## src/sipm_pkg.sv

```systemverilog
package sipm_pkg;

  // ****************************************
  // Timing
  // ****************************************
  localparam int unsigned CLK_PERIOD_PS = 5000;
  localparam int unsigned REG_WAKE_DELAY_NS = 190000;
  // Least time, rounded up to whole cycles
  localparam int unsigned REG_WAKE_CYCLES =
    (REG_WAKE_DELAY_NS * 1000 + CLK_PERIOD_PS - 1) / CLK_PERIOD_PS;
  localparam int unsigned OSC_START_CYCLES = 16;

  // ****************************************
  // Operands and fields
  // ****************************************
  localparam logic [7:0] OPERAND_SLEEP = 8'h00;
  localparam logic [7:0] OPERAND_IDLE = 8'h01;
  localparam int unsigned REGULATOR_SLEEP_KEEP_BIT = 8;
  localparam int unsigned OSC_SEL_W = 3;
  localparam logic [OSC_SEL_W-1:0] OSC_SEL_RESET = 3'h0;
  localparam logic [OSC_SEL_W-1:0] OSC_SEL_INTERNAL_FAST = 3'h0;

  typedef enum {
    SIPM_RUN,
    SIPM_IDLE,
    SIPM_SLEEP,
    SIPM_OSC_START,
    SIPM_REG_WAKE
  } sipm_state_t;

  typedef struct packed {
    logic cpu_clk_en;
    logic periph_clk_en;
    logic sys_osc_en;
    logic int_osc_en;
    logic fail_safe_en;
    logic low_power_rc_clock_en;
    logic regulator_standby;
  } sipm_ctrl_t;

  typedef struct packed {
    logic irq;
    logic wdt_timeout;
  } sipm_wake_t;

endpackage : sipm_pkg

```

## src/sipm_power_manager.sv

```systemverilog
// Functional notes
// - Sleep or idle entered only by power-save instruction with matching operand.
// - Sleep stops clocks and suspends all program execution.
// - Idle stops CPU and execution, peripherals keep running.
// - Enabled interrupt, watchdog time-out or any reset ends either state.
// - Sleep shuts system clock source, internal oscillator off when in use.
// - Fail-safe clock monitor inactive throughout sleep.
// - Low-power RC clock runs in sleep while watchdog enabled.
// - Watchdog counter clear pulsed in the first sleep cycle when watchdog enabled.
// - System-clock peripherals disabled in sleep; change detect, external clocks stay.
// - Regulator standby in sleep when regulator-sleep keep bit clear.
// - Regulator standby adds about 190 us to sleep wake-up.
// - Sleep wake resumes on the clock source selected at entry.
// - Unlocked clock configuration lets new oscillator select switch source.
module sipm_power_manager #(
  parameter int unsigned REG_WAKE_CYCLES_P = sipm_pkg::REG_WAKE_CYCLES,
  parameter int unsigned OSC_START_CYCLES_P = sipm_pkg::OSC_START_CYCLES
) (
  input wire logic clk_i,
  input wire logic rst_n_i,
  input wire logic power_save_exec_i,
  input wire logic [7:0] power_save_operand_i,
  input wire sipm_pkg::sipm_wake_t wake_i,
  input wire logic wdt_enable_i,
  input wire logic [15:0] reset_control_register_i,
  input wire logic clk_cfg_lock_i,
  input wire logic osc_select_wr_i,
  input wire logic [sipm_pkg::OSC_SEL_W-1:0] new_oscillator_select_i,
  output sipm_pkg::sipm_ctrl_t ctrl_o,
  output logic [sipm_pkg::OSC_SEL_W-1:0] osc_source_o,
  output logic wdt_clear_o,
  output logic cpu_halted_o,
  output sipm_pkg::sipm_state_t state_o
);
  import sipm_pkg::*;

  // ****************************************
  // Wake sources
  // ****************************************
  // Inputs come from on-chip logic on clk_i, so no synchroniser
  logic wake_any;
  assign wake_any = wake_i.irq | wake_i.wdt_timeout;

  logic cmd_sleep;
  logic cmd_idle;
  assign cmd_sleep = power_save_exec_i && (power_save_operand_i == OPERAND_SLEEP);
  assign cmd_idle = power_save_exec_i && (power_save_operand_i == OPERAND_IDLE);

  // ****************************************
  // State machine
  // ****************************************
  sipm_state_t state_reg;
  sipm_state_t state_next;
  logic [31:0] cnt_reg;
  logic reg_standby_reg;
  logic [OSC_SEL_W-1:0] osc_reg;

  logic regulator_keep;
  assign regulator_keep = reset_control_register_i[REGULATOR_SLEEP_KEEP_BIT];

  always_comb begin
    state_next = state_reg;
    unique case (state_reg)
      SIPM_RUN: begin
        if (cmd_sleep) begin
          state_next = SIPM_SLEEP;
        end else if (cmd_idle) begin
          state_next = SIPM_IDLE;
        end
      end
      SIPM_IDLE: begin
        if (wake_any) begin
          state_next = SIPM_RUN;
        end
      end
      SIPM_SLEEP: begin
        if (wake_any) begin
          state_next = SIPM_OSC_START;
        end
      end
      SIPM_OSC_START: begin
        if (cnt_reg == 32'(OSC_START_CYCLES_P - 1)) begin
          state_next = reg_standby_reg ? SIPM_REG_WAKE : SIPM_RUN;
        end
      end
      SIPM_REG_WAKE: begin
        if (cnt_reg == 32'(REG_WAKE_CYCLES_P - 1)) begin
          state_next = SIPM_RUN;
        end
      end
    endcase
  end

  // Any reset returns to run through the asynchronous clear
  always_ff @(posedge clk_i or negedge rst_n_i) begin
    if (!rst_n_i) begin
      state_reg <= SIPM_RUN;
    end else begin
      state_reg <= state_next;
    end
  end

  always_ff @(posedge clk_i or negedge rst_n_i) begin
    if (!rst_n_i) begin
      cnt_reg <= '0;
    end else if (state_next != state_reg) begin
      cnt_reg <= '0;
    end else if (state_reg == SIPM_OSC_START || state_reg == SIPM_REG_WAKE) begin
      cnt_reg <= cnt_reg + 32'h1;
    end
  end

  // Standby decision latched at entry; later writes cannot skew the wake delay
  always_ff @(posedge clk_i or negedge rst_n_i) begin
    if (!rst_n_i) begin
      reg_standby_reg <= 1'b0;
    end else if (state_reg == SIPM_RUN && cmd_sleep) begin
      reg_standby_reg <= !regulator_keep;
    end
  end

  // ****************************************
  // Clock source selection
  // ****************************************
  // Only changes in run, so sleep wake keeps the entry source
  always_ff @(posedge clk_i or negedge rst_n_i) begin
    if (!rst_n_i) begin
      osc_reg <= OSC_SEL_RESET;
    end else if (state_reg == SIPM_RUN && osc_select_wr_i && !clk_cfg_lock_i) begin
      osc_reg <= new_oscillator_select_i;
    end
  end

  always_ff @(posedge clk_i or negedge rst_n_i) begin
    if (!rst_n_i) begin
      wdt_clear_o <= 1'b0;
    end else begin
      wdt_clear_o <= state_reg == SIPM_RUN && cmd_sleep && wdt_enable_i;
    end
  end

  // ****************************************
  // Outputs
  // ****************************************
  logic in_sleep;
  assign in_sleep = state_reg == SIPM_SLEEP;

  always_comb begin
    ctrl_o.cpu_clk_en = state_reg == SIPM_RUN;
    ctrl_o.periph_clk_en = state_reg == SIPM_RUN || state_reg == SIPM_IDLE;
    ctrl_o.sys_osc_en = !in_sleep;
    ctrl_o.int_osc_en = !(in_sleep && osc_reg == OSC_SEL_INTERNAL_FAST);
    ctrl_o.fail_safe_en = state_reg == SIPM_RUN || state_reg == SIPM_IDLE;
    ctrl_o.low_power_rc_clock_en = !in_sleep || wdt_enable_i;
    ctrl_o.regulator_standby = in_sleep && reg_standby_reg;
  end

  assign osc_source_o = osc_reg;
  assign cpu_halted_o = state_reg != SIPM_RUN;
  assign state_o = state_reg;

  // ****************************************
  // Checks
  // ****************************************
  // Own count of wake cycles, so the checks do not lean on the sequencing counter
  logic [31:0] wake_len_reg;

  always_ff @(posedge clk_i or negedge rst_n_i) begin
    if (!rst_n_i) begin
      wake_len_reg <= '0;
    end else if (state_reg == SIPM_OSC_START || state_reg == SIPM_REG_WAKE) begin
      wake_len_reg <= wake_len_reg + 32'h1;
    end else begin
      wake_len_reg <= '0;
    end
  end
endmodule : sipm_power_manager

```

## config.mk

```make
export PLATFORM = sky130hd
export DESIGN_NAME = sipm_power_manager
export DESIGN_NICKNAME = d
export VERILOG_FILES = /design/src/sipm_pkg.sv /design/src/sipm_power_manager.sv
export SDC_FILE = /design/constraint.sdc
export NUM_CORES = 1
export LEC_CHECK = 0
export ABC_CLOCK_PERIOD_IN_PS = 7500
export BUFFER_PORTS_ARGS = -buffer_cell sky130_fd_sc_hd__buf_2
export CAP_MARGIN = 40
export CORE_ASPECT_RATIO = 0.8
export CORE_MARGIN = 10
export CORE_UTILIZATION = 50
export DETAILED_ROUTE_END_ITERATION = 6
export GPL_ROUTABILITY_DRIVEN = 0
export PLACE_DENSITY = 0.79
export REMOVE_ABC_BUFFERS = 1
export SLEW_MARGIN = 10
export SYNTH_ARGS = -nofsm -noshare
export SYNTH_HDL_FRONTEND = slang
export SYNTH_SLANG_ARGS = --single-unit
```

## constraint.sdc

```tcl
create_clock -name clk_i -period 7.5 [get_ports clk_i]
set_input_delay 0.75 -clock clk_i [delete_from_list [all_inputs] [get_ports clk_i]]
set_output_delay 0.75 -clock clk_i [all_outputs]
set_load 0.02 [all_outputs]
```

=== Word-level counts from Yosys, hierarchy flattened ===
Cells that the tools add are included.

* Output and inout port bits: 44
* Word-level logic and storage cells: 50
* Register bits after elaboration: 69
* Bits of input ports: 35

* Reduce and logical (&&, ||, !) cells: 21
* Bitwise operators: 1
* Add/subtract/negate cells: 1
* Equality and inequality tests: 12
* Multiplexer cells: 10

{| class="wikitable"
|+ Operators with widths
! operator !! number
|-
| 32-bit two-way mux || 8
|-
| 32-bit case mux with 5 select lines || 1
|-
| 32-bit by 2-bit == test with 1-bit output (second input constant) || 3
|-
| 32-bit by 3-bit == test with 1-bit output (second input constant) || 3
|-
| 32-bit by 4-bit == test with 1-bit output (second input constant) || 2
|-
| 32-bit zero test || 2
|-
| 32-bit by 1-bit adder with 32-bit output (second input constant) || 1
|-
| 32-bit by 1-bit == test with 1-bit output (second input constant) || 1
|-
| 32-bit by 16-bit == test with 1-bit output (second input constant) || 1
|-
| 32-bit inequality test || 1
|-
| 32-bit nonzero test || 1
|-
| 8-bit by 1-bit == test with 1-bit output (second input constant) || 1
|-
| 1-bit logical AND || 8
|-
| 8-bit zero test || 1
|-
| 1-bit zero test || 4
|-
| 3-bit zero test || 1
|-
| 1-bit logical OR || 3
|-
| 3-bit two-way mux || 1
|-
| 2-bit nonzero test || 1
|-
| 1-bit OR || 1
|}

=== Logic depth before layout (Yosys ltp) ===
* Word-level depth: 7
* Gate-level depth with buffers: 8
* Mapped depth without buffers: 7

=== Worst setup path before layout ===
No wires, ideal clock.

* Path type: flip-flop to output port
* Start point: reg state_reg[19] (netlist: state_o[19])
* End point: out ctrl_o[3] (netlist name)
* Cell stages (with the launch flop): 6
* Arrival: 2.327 ns
* Path slack: 4.423 ns
* Data required time: 6.750 ns
* Path buffers: 0
* Path through: dfrtp_1 nor4_1 nand4_1 nor3_1 nand3b_1 or4_1

{| class="wikitable"
|+ RTL lines
! element !! RTL line !! source
|-
| start, declared || sipm_power_manager.sv:52 || <nowiki>sipm_state_t state_reg;</nowiki>
|-
| start signal, assigned || sipm_power_manager.sv:99 || <nowiki>state_reg <= state_next;</nowiki>
|-
| end, declared || sipm_power_manager.sv:29 || <nowiki>output sipm_pkg::sipm_ctrl_t ctrl_o,</nowiki>
|}

==> out/summary.md <==
The run finished with clean final reports. Buffers placed on the I/O ports in this run total 63. After routing, the total negative slack on setup checks comes to 0 ns. Cells fill 59.62% of the core in the end. The number of antenna diodes in the final layout is 0. Setup repair after global routing left no endpoint under its margin. The most frequently used flop master after synthesis is dfrtp_1. The cell at the root of the clock tree was clkbuf_8.

The cell total after placement is 472. The actual slew at the worst max-slew pin came out at 0.8396 ns. The commonest cells after synthesis are dfrtp_1 (69), nor2_2 (28), nor2b_2 (28). The average size of a mapped cell works out to 10.55 µm².

Of all nets on the critical path, the largest fanout is 6. The top routing layer in use was met4. Relative to the synthesized area, the layout overhead comes to 16.38%. After the first detailed-routing iteration, the DRC count stood at 166. The fraction of registers with async set or reset after synthesis was 100.0%; the number of cells in the finished layout apart from fillers was 488. In this run, synthesis inferred 0 flip-flops with an integrated enable. The tools report the floorplan die area as 10800 µm². The logs give 1727 µm² for the area taken by flip-flops and latches and 0.35 ns for the source-to-sink clock delay at the later pin of the worst-skew pair. For the first-pass GRT wire length, the log shows 12670 µm. By instance count, the leading cell after synthesis is dfrtp_1.

Area inside the core boundary: 6858 µm². The count of fill cells added during filler insertion was 586; the final global-route overflow total was 0. The number of search-and-repair iterations in the first detailed-routing pass was 5. After floorplanning, the core was divided into 27 placement rows.

Walking the worst path, the cells encountered are nor4_1 -> nand4_1 -> nor3_1 -> nand3b_1 -> or4_1 -> buf_2. The final number of max-transition violations is 0, and the cell area after layout is 4089 µm². Clock-pin slew was measured on the worst setup and hold paths at 0.08 ns. Via density per instance: 5.510.

In this run the worst hold path is classified as primary input to async pin. The number of placed I/O pins is 79. The clock period minus worst slack is 3.795 ns. Across the run, the number of max-cap violations was 0. The met1 routed wirelength after detailed routing came out at 3367 µm. dfrtp_1 takes more of the synthesized area than any other cell. From left edge to right edge, the die measures 113.7 µm.

The logs give 0 for the number of antenna violations at the first check in global routing and 3.705 ns for the setup slack of the critical path after layout. The proportion of layout cells with a drive suffix above 1 is 38.90%. The critical path required time is 6.75 ns, and the average routed wire per standard cell is 15.74 µm.

Type of element launching the critical path: a flip-flop. The tightest hold path in the finished design has a slack of 0.3760 ns. The largest net degree at the start of global routing was 49; the combined area of the multi-input logic cells was 1644 µm². Post-synth design cell area: 3513 µm². Based on the critical path, the design can be clocked at up to 263.5 MHz.

The cell area reported after detailed placement is 3886 µm², and the clock skew after layout is 0.008932 ns. The worst setup path is captured at an output port. Prior to clock tree synthesis, the placed netlist has a worst setup slack of 3.820 ns. The number of distinct standard cells referenced by the synthesized netlist came out at 48. The post-detailed-routing wire length is 7683 µm, and the share of the synthesized area in the top cell type is 49.15%.

Setup violations remaining at the end of the flow were counted as 0. After layout, the design draws a total of 838.5 µW. The count of nets left with antenna violations once routing finished came out at 0. Ranked by total cell area, the synthesized netlist is headed by dfrtp_1 (49%), nor2b_2 (7.0%), nor2_2 (5.0%). TritonCTS built the clock tree.

The number of hold-repair buffers added at the cts stage is 0. Data on the critical path arrives at its endpoint at 3.05 ns. The HPWL after detailed placement was 5584 µm; the largest stage delay on the critical path was 0.60 ns. The tools report the worst slew margin relative to its limit as 43.69%.

Yosys printed 0 warnings. The number of instances in the synthesized netlist was 333; the power density relative to cell area was 205.1 nW/µm². Summing over every cut layer, the via total after detailed routing is 2689. The peak ir drop on the vdd network was 0.1242 mV; the number of buffers created by CTS was 9.

The die span in y was 94.98 µm. The worst setup path is of the flip-flop to output port kind. The logs give 0 for the post-CTS setup-driven buffer insertion count and 476 µm for the routed length on met3. Once the clock tree was built, the resizer swapped 0 gates to a different size.

Among all stages on the critical path, the largest delay is contributed by nor3_1. The clock passes through at most 2 buffers. In the detailed route, the total length drawn on met2 is 3717 µm.

The via count of the first global-routing pass is 2683. The tools report the starting density of the core as 51.23%. The logs give 3 for the maximum level of the CTS H-tree and 69 for the number of clock sinks seen by CTS. Number of hold violations in the final report: 0. Share of synthesized area occupied by flip-flops and latches: 49.15%. For this run, the total global-route usage over all layers was measured as 14.30%. In this run, synthesis produced a sequential element count of 69.

In this run the static leakage power is 1.921 nW. After the last flow step, the layout net total stands at 432. After detailed routing, the number of remaining DRC violations is 0. Dividing the final minimum period by the clock period gives 50.60%.
## area by class of cell
| class | instances | area share (%) |
|---|---|---|
| Clock buffer | 9 | 3.029 |
| Clock inverter | 7 | 1.928 |
| Inverter | 9 | 0.8262 |
| Multi-Input combinational cell | 240 | 40.21 |
| Sequential cell | 69 | 42.23 |
| Tap cell | 87 | 2.662 |
| Timing Repair Buffer | 67 | 9.119 |
## critical path: cells and delay by family (launching register included)
kind	cells	cell delay (ns)
flip-flops	1	0.39
AND/OR/NAND/NOR	5	2.14
buffers and inverters	1	0.17
## cell families (layout without fill, tap and decap cells)
group | count (synthesis) | after routing | synth area share, %
and+or+nand+nor | 178 | 178 | 31.84
DFF | 69 | 69 | 49.15
AOI/OAI and AO/OA | 29 | 29 | 6.339
xor gates and xnor gates | 27 | 27 | 6.731
buffers and inverters | 24 | 92 | 4.060
muxes | 5 | 5 | 1.531
adders and majority gates | 1 | 1 | 0.3561
## routing by layer
metal  track usage [%]  up-vias
li1                  -     1288
met1             17.25     1308
met2             22.90       81
met3             5.196       12
met4             5.696        0
met5                 0        -
## where the power goes
part | switching [mW] | internal (mW) | leakage (nW) | total (mW)
clock network | 0.155 | 0.158 | 0.105 | 0.313
registers | 0.0350 | 0.399 | 0.938 | 0.434
logic | 0.0499 | 0.0413 | 0.878 | 0.0912
total | 0.240 | 0.599 | 1.92 | 0.839
## placed cells by master, fill, tap and decap left out, types with 12 or more instances in the layout
cell,count
nand4_1,13
dfrtp_1,69
nor2b_2,28
nor2_1,17
nor2_2,28
nor3_1,13
buf_2,63
xnor2_1,17
nand2_1,21
nor4_1,12
## worst paths after layout
| check | from | end | slack, ns | cells past startpoint |
|---|---|---|---|---|
| worst max register to register | cnt_reg[20] | state_o[8] | 4.17 | 7 |
| worst min register to register | state_o[27] | state_o[27] | 0.52 | 1 |
| max in group asynchronous | rst_n_i | cnt_reg[2] | 6.60 | 3 |
| worst max-delay path | state_o[24] | ctrl_o[3] | 3.70 | 6 |
| worst min-delay path | rst_n_i | cnt_reg[29] | 0.38 | 2 |
| min in group clk_i | state_o[27] | state_o[27] | 0.52 | 1 |
No activity file was read; power rests on OpenSTA's default activity.
